File: config.mk
export PLATFORM = sky130hd
export DESIGN_NAME = erf_top
export DESIGN_NICKNAME = d
export VERILOG_FILES = /design/src/erf_pkg.sv /design/src/erf_top.sv
export SDC_FILE = /design/constraint.sdc
export NUM_CORES = 1
export LEC_CHECK = 0
export BUFFER_PORTS_ARGS = -buffer_cell sky130_fd_sc_hd__clkbuf_2
export CORE_MARGIN = 5
export CORE_UTILIZATION = 32
export CTS_CLUSTER_DIAMETER = 40
export CTS_CLUSTER_SIZE = 40
export DETAILED_ROUTE_END_ITERATION = 8
export HOLD_SLACK_MARGIN = 0.1
export SLEW_MARGIN = 20
export SYNTH_ARGS = -nofsm -noshare
export SYNTH_HDL_FRONTEND = slang
export SYNTH_SLANG_ARGS = --single-unit
File: constraint.sdc
create_clock -name clock_i -period 7.6 [get_ports clock_i]
set_input_delay 0.76 -clock clock_i [delete_from_list [all_inputs] [get_ports clock_i]]
set_output_delay 0.76 -clock clock_i [all_outputs]
set_load 0.05 [all_outputs]
File: src/erf_pkg.sv
package erf_pkg;
	localparam int          DEPTH     = 16;
	localparam int          HI_WM     = 12;
	localparam int          MIN_FRAME = 64;
	localparam int          SB_WORDS  = 8;
	localparam int          EG_W      = 35;
	localparam int          IG_W      = 33;
	localparam logic [15:0] CRC_POLY  = 16'h1021;
	localparam logic [15:0] CRC_INIT  = 16'hFFFF;
	typedef enum logic [1:0] {
		EG_IDLE  = 2'h0,
		EG_GRANT = 2'h1,
		EG_DROP  = 2'h3
	} erf_eg_st_t;
endpackage

File: src/erf_top.sv
`timescale 1ns/1ps
//////////////////////////////////////////////////////////////////////////////
// Frame FIFO: only committed words are readable, uncommitted ones can rewind
module erf_fifo #(
	parameter int W  = 32,
	parameter int D  = 16,
	parameter int HI = 12
) (
	input  wire logic         clock_i,   // Clock
	input  wire logic         resetn_i,  // Sync reset, active low
	input  wire logic         wvalid_i,  // Push
	output logic              wready_i_n_unused_o, // Space free
	input  wire logic [W-1:0] wdata_i,   // Push data
	input  wire logic         commit_i,  // Frame end, include this push
	input  wire logic         rewind_i,  // Drop uncommitted words
	output logic              rvalid_o,  // Committed word present
	input  wire logic         rready_i,  // Pop
	output logic [W-1:0]      rdata_o,   // Head word
	output logic              hi_o       // Backlog at watermark or near full
);
	localparam int AW = $clog2(D);
	typedef struct packed {
		logic [AW:0] wp;
		logic [AW:0] cp;
		logic [AW:0] rp;
	} erf_fifo_s_t;
	erf_fifo_s_t s_q, s_d;
	logic [W-1:0] mem [D];
	logic [AW:0]  lvl;
	logic [AW:0]  clvl;
	logic         push;
	logic         pop;
	assign lvl = s_q.wp - s_q.rp;
	assign wready_i_n_unused_o = int'(lvl) < D;
	assign push = wvalid_i && wready_i_n_unused_o;
	assign rvalid_o = s_q.rp != s_q.cp;
	assign pop = rvalid_o && rready_i;
	assign rdata_o = mem[s_q.rp[AW-1:0]];
	assign clvl = s_q.cp - s_q.rp;
	// Backlog of whole frames throttles the writer; the near-full term stops an open
	// frame from overflowing, so a frame longer than the buffer can never complete
	assign hi_o = int'(clvl) >= HI || int'(lvl) >= D - 1;
	always_comb begin
		s_d = s_q;
		if (push)
			s_d.wp = s_q.wp + 1'b1;
		if (commit_i)
			s_d.cp = s_d.wp;
		if (rewind_i)
			s_d.wp = s_q.cp;
		if (pop)
			s_d.rp = s_q.rp + 1'b1;
	end
	// Independent write and read ports on one array
	always_ff @(posedge clock_i) begin
		if (push)
			mem[s_q.wp[AW-1:0]] <= wdata_i;
		if (!resetn_i)
			s_q <= '0;
		else
			s_q <= s_d;
	end
endmodule
//////////////////////////////////////////////////////////////////////////////
module erf_top (
	input  wire logic        clock_i,       // 50 MHz clock
	input  wire logic        resetn_i,      // Sync reset, active low
	input  wire logic        half_duplex_i, // Half duplex mode
	input  wire logic        mac_rts_i,     // MAC ready to send
	output logic             mac_rtr_o,     // Ready to receive to MAC
	input  wire logic        mac_valid_i,   // MAC byte strobe
	input  wire logic [7:0]  mac_data_i,    // MAC byte
	input  wire logic        mac_last_i,    // Last byte of frame
	input  wire logic        mac_abort_i,   // Abort current frame
	input  wire logic        mac_coll_i,    // Excessive collisions
	output logic             fr_rts_o,      // Ready to send to framer
	input  wire logic        fr_rtr_i,      // Framer ready to receive
	output logic             fr_valid_o,    // Word strobe to framer
	output logic [31:0]      fr_data_o,     // Word, first byte in [7:0]
	output logic [1:0]       fr_nbytes_o,   // Valid bytes minus one
	output logic             fr_last_o,     // Last word of frame
	output logic             fr_sb_first_o, // First word of a superblock
	output logic [15:0]      fr_crc_o,      // Running CRC incl. this word
	output logic             in_rtr_o,      // Ready to receive to framer
	input  wire logic        fw_valid_i,    // Framer word strobe
	input  wire logic [31:0] fw_data_i,     // Framer word
	input  wire logic        fw_last_i,     // Last word of frame
	input  wire logic        fw_ctrl_i,     // Word is a control code
	input  wire logic        fw_hec_ok_i,   // Header check passed
	output logic             fr_stop_o,     // Stop frame, restart
	output logic             mac_tx_rts_o,  // Ready to send to MAC
	input  wire logic        mac_tx_rtr_i,  // MAC ready to receive
	output logic             mac_tx_valid_o, // Byte strobe to MAC
	output logic [7:0]       mac_tx_data_o, // Byte to MAC
	output logic             mac_tx_last_o  // Last byte of frame
);
	typedef struct packed {
		erf_pkg::erf_eg_st_t st;
		logic                rtr;
		logic [31:0]         pk;
		logic [1:0]          pn;
		logic                wv;
		logic [34:0]         ww;
		logic                wrew;
		logic                rts;
		logic                fv;
		logic [34:0]         fw;
		logic                fsb;
		logic                fl;
		logic [2:0]          widx;
		logic                ffirst;
		logic [15:0]         crc;
		logic                irtr;
		logic                idrop;
		logic [6:0]          icnt;
		logic                stop;
		logic                trts;
		logic                busy;
		logic [32:0]         tw;
		logic [1:0]          tidx;
		logic                tv;
		logic [7:0]          td;
		logic                tl;
	} erf_s_t;
	erf_s_t s_q, s_d;

	function automatic logic [15:0] crc_byte(input logic [15:0] c, input logic [7:0] b);
		logic [15:0] r;
		r = c ^ {b, 8'h00};
		for (int i = 0; i < 8; i++)
			r = r[15] ? ((r << 1) ^ erf_pkg::CRC_POLY) : (r << 1);
		return r;
	endfunction

	logic              eg_hi;
	logic              eg_rv;
	logic [34:0]       eg_rd;
	logic              eg_pop;
	logic              ig_hi;
	logic              ig_rv;
	logic [32:0]       ig_rd;
	logic              ig_pop;
	logic              ig_push;
	logic              ig_bad;
	logic              ig_cmt;
	logic              ig_rew;
	logic              take;
	logic              abort;

	assign eg_pop  = eg_rv && fr_rtr_i && s_q.rts;
	assign take    = s_q.st == erf_pkg::EG_GRANT && s_q.rtr && mac_valid_i;
	assign abort   = s_q.st == erf_pkg::EG_GRANT
		&& (mac_abort_i || (half_duplex_i && mac_coll_i));
	assign ig_bad  = fw_valid_i && s_q.irtr && !s_q.idrop && !fw_hec_ok_i;
	assign ig_push = fw_valid_i && s_q.irtr && !s_q.idrop && fw_hec_ok_i
		&& !fw_ctrl_i;
	assign ig_cmt  = fw_valid_i && s_q.irtr && !s_q.idrop && fw_hec_ok_i && fw_last_i
		&& int'(s_q.icnt) + (fw_ctrl_i ? 0 : 4) >= erf_pkg::MIN_FRAME;
	assign ig_rew  = ig_bad || (fw_valid_i && s_q.irtr && !s_q.idrop && fw_hec_ok_i
		&& fw_last_i && !ig_cmt);
	assign ig_pop  = !s_q.busy && ig_rv && mac_tx_rtr_i;

	erf_fifo #(.W(erf_pkg::EG_W), .D(erf_pkg::DEPTH), .HI(erf_pkg::HI_WM)) u_eg (
		.clock_i             (clock_i),
		.resetn_i            (resetn_i),
		.wvalid_i            (s_q.wv),
		.wready_i_n_unused_o (),
		.wdata_i             (s_q.ww),
		.commit_i            (s_q.wv && s_q.ww[34]),
		.rewind_i            (s_q.wrew),
		.rvalid_o            (eg_rv),
		.rready_i            (eg_pop),
		.rdata_o             (eg_rd),
		.hi_o                (eg_hi)
	);
	erf_fifo #(.W(erf_pkg::IG_W), .D(erf_pkg::DEPTH), .HI(erf_pkg::HI_WM)) u_ig (
		.clock_i             (clock_i),
		.resetn_i            (resetn_i),
		.wvalid_i            (ig_push),
		.wready_i_n_unused_o (),
		.wdata_i             ({fw_last_i, fw_data_i}),
		.commit_i            (ig_cmt),
		.rewind_i            (ig_rew),
		.rvalid_o            (ig_rv),
		.rready_i            (ig_pop),
		.rdata_o             (ig_rd),
		.hi_o                (ig_hi)
	);

	always_comb begin
		s_d = s_q;
		s_d.wv = 1'b0;
		s_d.wrew = 1'b0;
		s_d.fv = 1'b0;
		s_d.fl = 1'b0;
		s_d.fsb = 1'b0;
		s_d.stop = 1'b0;
		s_d.tv = 1'b0;
		//////////////////////////////////////////////////////////////////////
		// Egress: MAC bytes packed into words
		case (s_q.st)
			erf_pkg::EG_IDLE: begin
				if (mac_rts_i && !eg_hi)
					s_d.st = erf_pkg::EG_GRANT;
			end
			erf_pkg::EG_GRANT: begin
				if (abort) begin
					s_d.wrew = 1'b1;
					s_d.pn = 2'h0;
					s_d.st = erf_pkg::EG_DROP;
				end else if (take) begin
					s_d.pk[s_q.pn*8 +: 8] = mac_data_i;
					s_d.pn = s_q.pn + 2'h1;
					if (s_q.pn == 2'h3 || mac_last_i) begin
						s_d.wv = 1'b1;
						s_d.ww = {mac_last_i, s_q.pn, s_d.pk};
						s_d.pn = 2'h0;
					end
					if (mac_last_i)
						s_d.st = erf_pkg::EG_IDLE;
				end
			end
			erf_pkg::EG_DROP: begin
				if (!mac_rts_i)
					s_d.st = erf_pkg::EG_IDLE;
			end
			default: s_d.st = erf_pkg::EG_IDLE;
		endcase
		s_d.rtr = s_d.st == erf_pkg::EG_GRANT && !eg_hi;
		//////////////////////////////////////////////////////////////////////
		// Egress: words to the framer
		s_d.rts = eg_rv;
		if (eg_pop) begin
			s_d.fv = 1'b1;
			s_d.fw = eg_rd;
			s_d.fl = eg_rd[34];
			s_d.widx = s_q.ffirst ? 3'h0 : s_q.widx + 3'h1;
			s_d.fsb = s_d.widx == 3'(erf_pkg::SB_WORDS - 8);
			s_d.crc = s_q.ffirst ? erf_pkg::CRC_INIT : s_q.crc;
			for (int i = 0; i < 4; i++)
				if (i <= int'(eg_rd[33:32]))
					s_d.crc = crc_byte(s_d.crc, eg_rd[i*8 +: 8]);
			s_d.ffirst = eg_rd[34];
		end
		//////////////////////////////////////////////////////////////////////
		// Ingress: framer words checked and stored
		s_d.irtr = !ig_hi;
		if (fw_valid_i && s_q.irtr) begin
			if (s_q.idrop) begin
				if (fw_last_i)
					s_d.idrop = 1'b0;
			end else if (ig_bad) begin
				s_d.stop = 1'b1;
				s_d.idrop = !fw_last_i;
				s_d.icnt = 7'h00;
			end else if (fw_last_i) begin
				s_d.icnt = 7'h00;
			end else if (ig_push && int'(s_q.icnt) < erf_pkg::MIN_FRAME) begin
				s_d.icnt = s_q.icnt + 7'h04;
			end
		end
		//////////////////////////////////////////////////////////////////////
		// Ingress: words unpacked into bytes for the MAC
		s_d.trts = ig_rv;
		if (ig_pop) begin
			s_d.busy = 1'b1;
			s_d.tw = ig_rd;
			s_d.tidx = 2'h0;
		end
		if (s_q.busy) begin
			s_d.tv = 1'b1;
			s_d.td = s_q.tw[s_q.tidx*8 +: 8];
			s_d.tl = s_q.tw[32] && s_q.tidx == 2'h3;
			s_d.tidx = s_q.tidx + 2'h1;
			if (s_q.tidx == 2'h3)
				s_d.busy = 1'b0;
		end
	end

	always_ff @(posedge clock_i) begin
		if (!resetn_i) begin
			s_q <= '0;
			s_q.ffirst <= 1'b1;
			s_q.crc <= erf_pkg::CRC_INIT;
		end else begin
			s_q <= s_d;
		end
	end

	assign mac_rtr_o      = s_q.rtr;
	assign fr_rts_o       = s_q.rts;
	assign fr_valid_o     = s_q.fv;
	assign fr_data_o      = s_q.fw[31:0];
	assign fr_nbytes_o    = s_q.fw[33:32];
	assign fr_last_o      = s_q.fl;
	assign fr_sb_first_o  = s_q.fsb;
	assign fr_crc_o       = s_q.crc;
	assign in_rtr_o       = s_q.irtr;
	assign fr_stop_o      = s_q.stop;
	assign mac_tx_rts_o   = s_q.trts;
	assign mac_tx_valid_o = s_q.tv;
	assign mac_tx_data_o  = s_q.td;
	assign mac_tx_last_o  = s_q.tl;
endmodule

==> results of run 1 <==
[power by group]
group	leakage [nW]	switching, mW	total [mW]	internal, mW
registers	12.1	0.0211	7.77	7.75
logic	4.76	0.136	0.190	0.0545
clock network	2.45	3.18	7.25	4.07
total	19.3	3.34	15.2	11.9
[final timing paths]
path                                    end  slack (ps)  depth (start not counted)
worst max register to register  fr_crc_o[7]        1970                         13
worst min register to register      s_q[34]         450                          2
worst max-delay path            fr_crc_o[7]        1970                         13
worst min-delay path              fr_stop_o         250                          2
[area by class of cell]
class	instances	area (um^2)	share of cell area, %
multi-input cells	1415	14660	24.08
clock inverters	112	1295	2.127
repair buffers	184	1104	1.813
well taps	2189	2739	4.499
diodes	4	10.01	0.01644
flip-flops and latches	1313	37200	61.11
clock buffers	155	3719	6.109
inverters	38	150.1	0.2467
[flip-flops by register name (all words and copies together) (netlist names), 2 cells and up, named ones only]
name / count
fr_crc_o: 16
fr_data_o: 32
fr_nbytes_o: 2
mac_tx_data_o: 8
s_q: 119
u_eg.mem: 560
u_eg.s_q: 15
u_ig.mem: 528
u_ig.s_q: 15
[cells by family (layout without fill, tap and decap cells)]
group / count (synthesis) / count (layout) / share of synthesized area [%]
xor+xnor: 140 / 140 / 2.877
flops: 1313 / 1313 / 70.29
fa+ha+maj: 40 / 40 / 0.9889
buf+inv: 252 / 489 / 2.385
simple gates: 532 / 532 / 4.452
mux: 378 / 378 / 15.16
other cells: 0 / 4 / 0
compound gates: 325 / 325 / 3.844
[worst register-to-register path, stage by stage (launching register included)]
cell,delay [ps]
dfxtp_4,910
mux4_1,660
mux4_2,600
xnor3_2,510
xor2_4,230
xor2_2,270
xor3_2,520
o211a_1,270
or3_1,370
a31oi_1,250
xor3_1,440
xor2_1,180
a21oi_1,80
o22a_1,210
[per-layer routing]
layer | vias up | part of all wire (%) | track usage [%]
met1 | 14112 | 42 | 19.09
li1 | 11966 | - | -
met3 | 224 | 5.0 | 2.551
met2 | 766 | 50 | 24.63
met5 | - | 0.0055 | 0
met4 | 2 | 2.8 | 4.698
[layout by cell type (no fill, tap or decap), types with 25 or more instances in the layout]
cell type	count
nor2_1	181
edfxtp_1	1088
buf_4	61
clkbuf_2	121
a21oi_1	146
a211oi_1	86
inv_1	37
mux4_2	329
ha_1	37
dfxtp_1	217
xor2_1	38
o21ai_0	25
mux2i_1	36
nor2b_1	39
nand2_1	187
xnor2_1	80
inv_6	35
clkbuf_16	147
[per-stage QoR]
| stage | util [%] | cell area, um^2 | power (mW) | std cells | setup WS, ps |
|---|---|---|---|---|---|
| after floorplan | - | 52890 | 8.019 | 2980 | 1750 |
| after global placement | 33.92 | 55840 | 8.114 | 5139 | 1933 |
| after detailed placement | 33.92 | 55850 | 8.121 | 5139 | 1897 |
| after CTS | 36.97 | 60860 | 15.38 | 5406 | 1876 |
| after global routing | 36.98 | 60870 | 15.70 | 5408 | 1572 |
| final | 36.98 | 60870 | 15.21 | 5410 | 1972 |
==> metrics.md, run 1 <==
| Metric | Value |
|---|---|
| Outcome | `finished clean` |
| Most common library cells after synthesis | `edfxtp_1 (1088), mux4_2 (329), dfxtp_1 (225)` |
| IO buf count | `around 120` |
| Critical-path cell list | `mux4_1 -> mux4_2 -> xnor3_2 -> xor2_4 -> xor2_2 -> xor3_2 -> o211a_1 -> or3_1 -> a31oi_1 -> xor3_1 -> xor2_1 -> a21oi_1 -> o22a_1` |
| CP Launch Type | `flip-flop` |
| Netlist Area Pre-Place | `around 0.053 mm^2` |
| Hold WS | `approximately 250 ps` |
| Final Hold Vio Count | `0` |
| Period utilisation layout | `74.05%` |
| Post-CTS Setup Bufs | `0` |
| Die X-Extent | `~420 um` |
| WP buf/inv | `0` |
| CP Class | `flip-flop to flip-flop` |
| Synthesized net count | `3074` |
| Filler cell count | `15123` |
| PwrDens | `roughly 250 mW/mm^2` |
| Crit path capture type | `flip-flop` |
| Die height | `416.5 um` |
| Hpwl dp | `70960 um` |
| Register bit total from synthesis | `1313` |
| DRT antenna net count | `0` |
| Fin crit period | `5628 ps` |
| Placeable Area | `around 0.16 mm^2` |
| Detailed-route via count | `between 20000 and 30000` |
| Post-synthesis sequential area ratio | `70.29%` |
| Final #Nets | `~3200` |
| Post-CTS sizing | `0` |
| Clock Tree Buf Depth | `3` |
| Yosys warns | `0` |
| Slew at the pin closest to its max-slew limit | `1000 ps` |
| Gate Count Post-Synth | `2980` |
| Initial core utilization | `32.13%` |
| Setup_tns | `0 ps` |
| Slew Limit Fails | `0` |
| Initial drt markers | `2368` |
| CTS tree | `built` |
| Clk Latency, worst-skew pair | `770 ps` |
| Max Cap Violations | `0` |
| First-pass GRT wire length | `187700 um` |
| Hold buffers post-CTS | `0` |
| DR WL/cell | `23.67 um` |
| Top cell type's share of synthesized area | `between 60% and 70%` |
| Post-synth ARST share | `0%` |
| Crit-path slowest cell | `dfxtp_4` |
| GRT Overall Usage | `14.56%` |
| Vias per cell | `5.004` |
| Number of global-route vias before repair | `27634` |
| Num CTS Buffers | `144` |
| Post-Route WL | `128100 um` |
| Cell with the most instances after synthesis | `edfxtp_1` |
| Critical path's top delay family | `XOR/XNOR gates` |
| Routability cong. | `0.7875` |
| Share of layout cells above drive strength 1 | `between 20% and 30%` |
| Maximum VDD drop | `0.2347 mV` |
| First-pass DRT Iterations | `5` |
| CP max stage delay | `slightly above 900 ps` |
| Gr ovfl total | `0` |
| Clk slew on worst S/H paths | `about 70 ps` |
| DRC | `0` |
| Worst-path maximum fanout | `43` |
| HP Start | `fw_hec_ok_i` |
| Clock Sinks | `1313` |
| Endpoints failing setup | `0` |
| Leak | `19.26 nW` |
| Syn Area/Cell | `around 18 um^2` |
| Num ports | `122` |
| Placement Rows | `149` |
| Area contributors post-synth | `edfxtp_1 (62%), mux4_2 (14%), dfxtp_1 (8.5%)` |
| Post-synth EDFFs | `~1100` |
| Worst Path Arrival | `about 6300 ps` |
| Unique masters post-synth | `74` |
| Clk_skew | `39.31 ps` |
| Initial antenna violation count | `12` |
| Area growth syn-to-layout | `15.10%` |
| RSZ-0062 raised after global routing | `no` |
| Ys flop type | `edfxtp_1` |
| Root buffer cell | `clkbuf_16` |
| Largest net degree at the start of global routing | `116` |
| FMAX | `177.7 MHz` |
| CP Data Required Time | `8250 ps` |
| Worst Hold Class | `input port to flip-flop` |
| Htree depth | `4` |
| Slew margin rel. | `33.32%` |
| Die footprint | `0.1735 mm^2` |
| Post-synth top area cell | `edfxtp_1` |
Power figures use the tool's default switching activity.
==> run 2: changes to the inputs <==
==> constraint.sdc (replaced) <==
create_clock -name clock_i -period 5.3 [get_ports clock_i]
set_input_delay 0.53 -clock clock_i [delete_from_list [all_inputs] [get_ports clock_i]]
set_output_delay 0.53 -clock clock_i [all_outputs]
set_load 0.05 [all_outputs]
==> metrics.md, run 2 (synthesized netlist as in run 1, its figures left out) <==
| Metric | Value |
|---|---|
| Setup_tns | `0 ps (unchanged)` |
| Vias per cell | `5.004 (about the same)` |
| RR Endpoint | `fr_crc_o[13]` |
| Crit path capture type | `flip-flop` |
| HP Start | `fw_data_i[26]` |
| Number of global-route vias before repair | `27609 (-0.090%)` |
| Die footprint | `0.1735 mm^2 (unchanged)` |
| DRC | `0 (unchanged)` |
| CP Class | `flip-flop to flip-flop` |
| Final Hold Vio Count | `0 (unchanged)` |
| CP Launch Type | `flip-flop` |
| Hold endpoint | `u_ig.mem[2][26]` |
| Final #Nets | `3221 (+0.97%)` |
| FMAX | `198.8 MHz (+12%)` |
| Worst reg2reg setup slack | `270 ps (-1700 ps)` |
| Post-Route WL | `128700 um (+0.49%)` |
| Worst Hold Class | `input port to flip-flop` |
| Worst-path maximum fanout | `13 (-70%)` |
| Clk Latency, worst-skew pair | `770 ps (about the same)` |
| Largest net degree at the start of global routing | `107 (-7.8%)` |
| Slew Limit Fails | `0 (unchanged)` |
| GRT Overall Usage | `14.59% (+0.029 points)` |
| First-pass GRT wire length | `188300 um (+0.33%)` |
| Leak | `19.38 nW (+0.64%)` |
| Worst Path Arrival | `5690 ps (-590 ps)` |
| Endpoints failing setup | `0 (unchanged)` |
| DR WL/cell | `23.64 um (-0.13%)` |
| Clk_skew | `27.86 ps (-11.45 ps)` |
| Root buffer cell | `clkbuf_16` |
| IO buf count | `121 (unchanged)` |
| Filler cell count | `15055 (-0.45%)` |
| Critical-path cell list | `mux4_1 -> mux4_2 -> xnor3_2 -> xor2_4 -> xor2_2 -> xor3_2 -> o211a_1 -> or4_4 -> nand2_1 -> o211ai_4 -> xnor2_1 -> a211o_1 -> o211a_1` |
| Routability cong. | `0.8250 (+4.8%)` |
| Detailed-route via count | `27244 (+0.64%)` |
| CP Data Required Time | `5960 ps (-2290 ps)` |
| Gr ovfl total | `0 (unchanged)` |
| Placement Rows | `149 (unchanged)` |
| Htree depth | `4 (unchanged)` |
| Clock Sinks | `1313 (unchanged)` |
| RSZ-0062 raised after global routing | `no` |
| Initial drt markers | `2406 (+1.6%)` |
| DRT antenna net count | `0 (unchanged)` |
| Hold depth | `1 (-1)` |
| Num CTS Buffers | `143 (-0.69%)` |
| CP max stage delay | `630 ps (-280 ps)` |
| Initial core utilization | `32.13% (unchanged)` |
| Fin crit period | `5029 ps (-598.7 ps)` |
| Hold WS | `162.6 ps (-87.52 ps)` |
| Crit-path slowest cell | `mux4_1` |
| Die X-Extent | `416.5 um (unchanged)` |
| PwrDens | `353.1 mW/mm^2 (+41%)` |
| Most used cell, CP | `o211a_1` |
| Initial antenna violation count | `18 (+6)` |
| Hpwl dp | `75510 um (+6.4%)` |
| Clock Tree Buf Depth | `3 (unchanged)` |
| Reg2reg path depth | `13 (unchanged)` |
| Max FFs per register | `560 (unchanged)` |
| Clk slew on worst S/H paths | `70 ps (about the same)` |
| CTS tree | `built` |
| Max Cap Violations | `0 (unchanged)` |
| Placeable Area | `0.1646 mm^2 (unchanged)` |
| Period utilisation layout | `94.90% (+21 points)` |
| Die height | `416.5 um (unchanged)` |
| Area growth syn-to-layout | `15.89%` |
| Maximum VDD drop | `0.3733 mV (+59%)` |
| Commonest non-fill, non-tap cells in the layout | `edfxtp_1 (1088), mux4_2 (329), dfxtp_1 (216)` |
| Num ports | `122 (unchanged)` |
| Slew at the pin closest to its max-slew limit | `1065 ps (+64.53 ps)` |
| First-pass DRT Iterations | `5 (unchanged)` |
| Outcome | `finished clean` |
| Commonest non-fill, non-tap cell in the layout | `edfxtp_1` |
| Share of layout cells above drive strength 1 | `26.42% (+0.16 points)` |
| Slew margin rel. | `28.85% (-4.5 points)` |
==> run 2: cell count changes in the layout (fill, tap and decap cells not counted), moves of 7 or more <==
cell	delta
inv_8	-8
buf_12	+16
buf_4	+7
inv_6	-8
clkinvlp_4	+9
==> run 2: routing by layer <==
layer / up-vias / wire length, um / GRT usage, % / share of wire [%]
li1: 12027 / - / - / -
met1: 14226 / 53010 / 18.90 / 41
met2: 778 / 65220 / 24.85 / 51
met3: 209 / 6987 / 2.658 / 5.4
met4: 4 / 3451 / 4.739 / 2.7
met5: - / 23 / 0 / 0.018
==> run 2: worst max path at each step <==
stage,cells after the start,start,slack [ps],endpoint
floorplan,11,u_eg.s_q[10],-550,u_eg.mem[2][0]
global placement,14,flip-flop,200,fr_crc_o[0]
detailed placement,14,flip-flop,180,fr_crc_o[0]
CTS,14,flip-flop,130,fr_crc_o[0]
global route,13,flip-flop,10,fr_crc_o[6]
finish,13,flip-flop,270,fr_crc_o[13]
==> run 2: critical path: cells and delay by family (launching register included) <==
| family | cells | cell delay [ps] |
|---|---|---|
| AOI/OAI and AO/OA | 4 | 870 |
| xor gates and xnor gates | 5 | 1570 |
| DFF | 1 | 540 |
| muxes | 2 | 1180 |
| and+or+nand+nor | 2 | 780 |
==> run 2: repair_timing <==
action	4_1_cts	5_1_grt
gates resized for setup	0	2
setup buffers	0	1
hold buffers	6	0
endpoints found under the hold margin	32	0
setup endpoints to repair	0	2
==> run 2: report_power, final <==
part           switching [mW]  internal (mW)  leakage, nW
clock network            4.45           5.78         2.35
registers              0.0275           11.1         12.0
logic                   0.200         0.0827         4.98
==> run 2: through the flow <==
| step | instance area, um^2 | total power, mW | utilization [%] | cells | worst slack [ps] |
|---|---|---|---|---|---|
| 3_5_place_dp | 56230 | 11.65 | 34.16 | 5163 | 178.2 |
| 4_1_cts | 61210 | 21.87 | 37.18 | 5434 | 127.7 |
| 3_3_place_gp | 56230 | 11.64 | 34.16 | 5163 | 197.9 |
| 2_1_floorplan | 52890 | 11.50 | - | 2980 | -550.3 |
| 5_1_grt | 61280 | 22.35 | 37.23 | 5439 | 13.70 |
| 6_report | 61290 | 21.64 | 37.23 | 5444 | 270.5 |
==> run 2: layout make-up <==
type	instances	area, um^2	share of cell area [%]
antenna	8	20.02	0.03266
clock inverter	104	1175	1.917
timing repair buffer	216	1604	2.617
clock buffer	161	3741	6.104
inverter	38	150.1	0.2450
multi-input combinational	1415	14660	23.92
sequential	1313	37200	60.70
tap	2189	2739	4.469
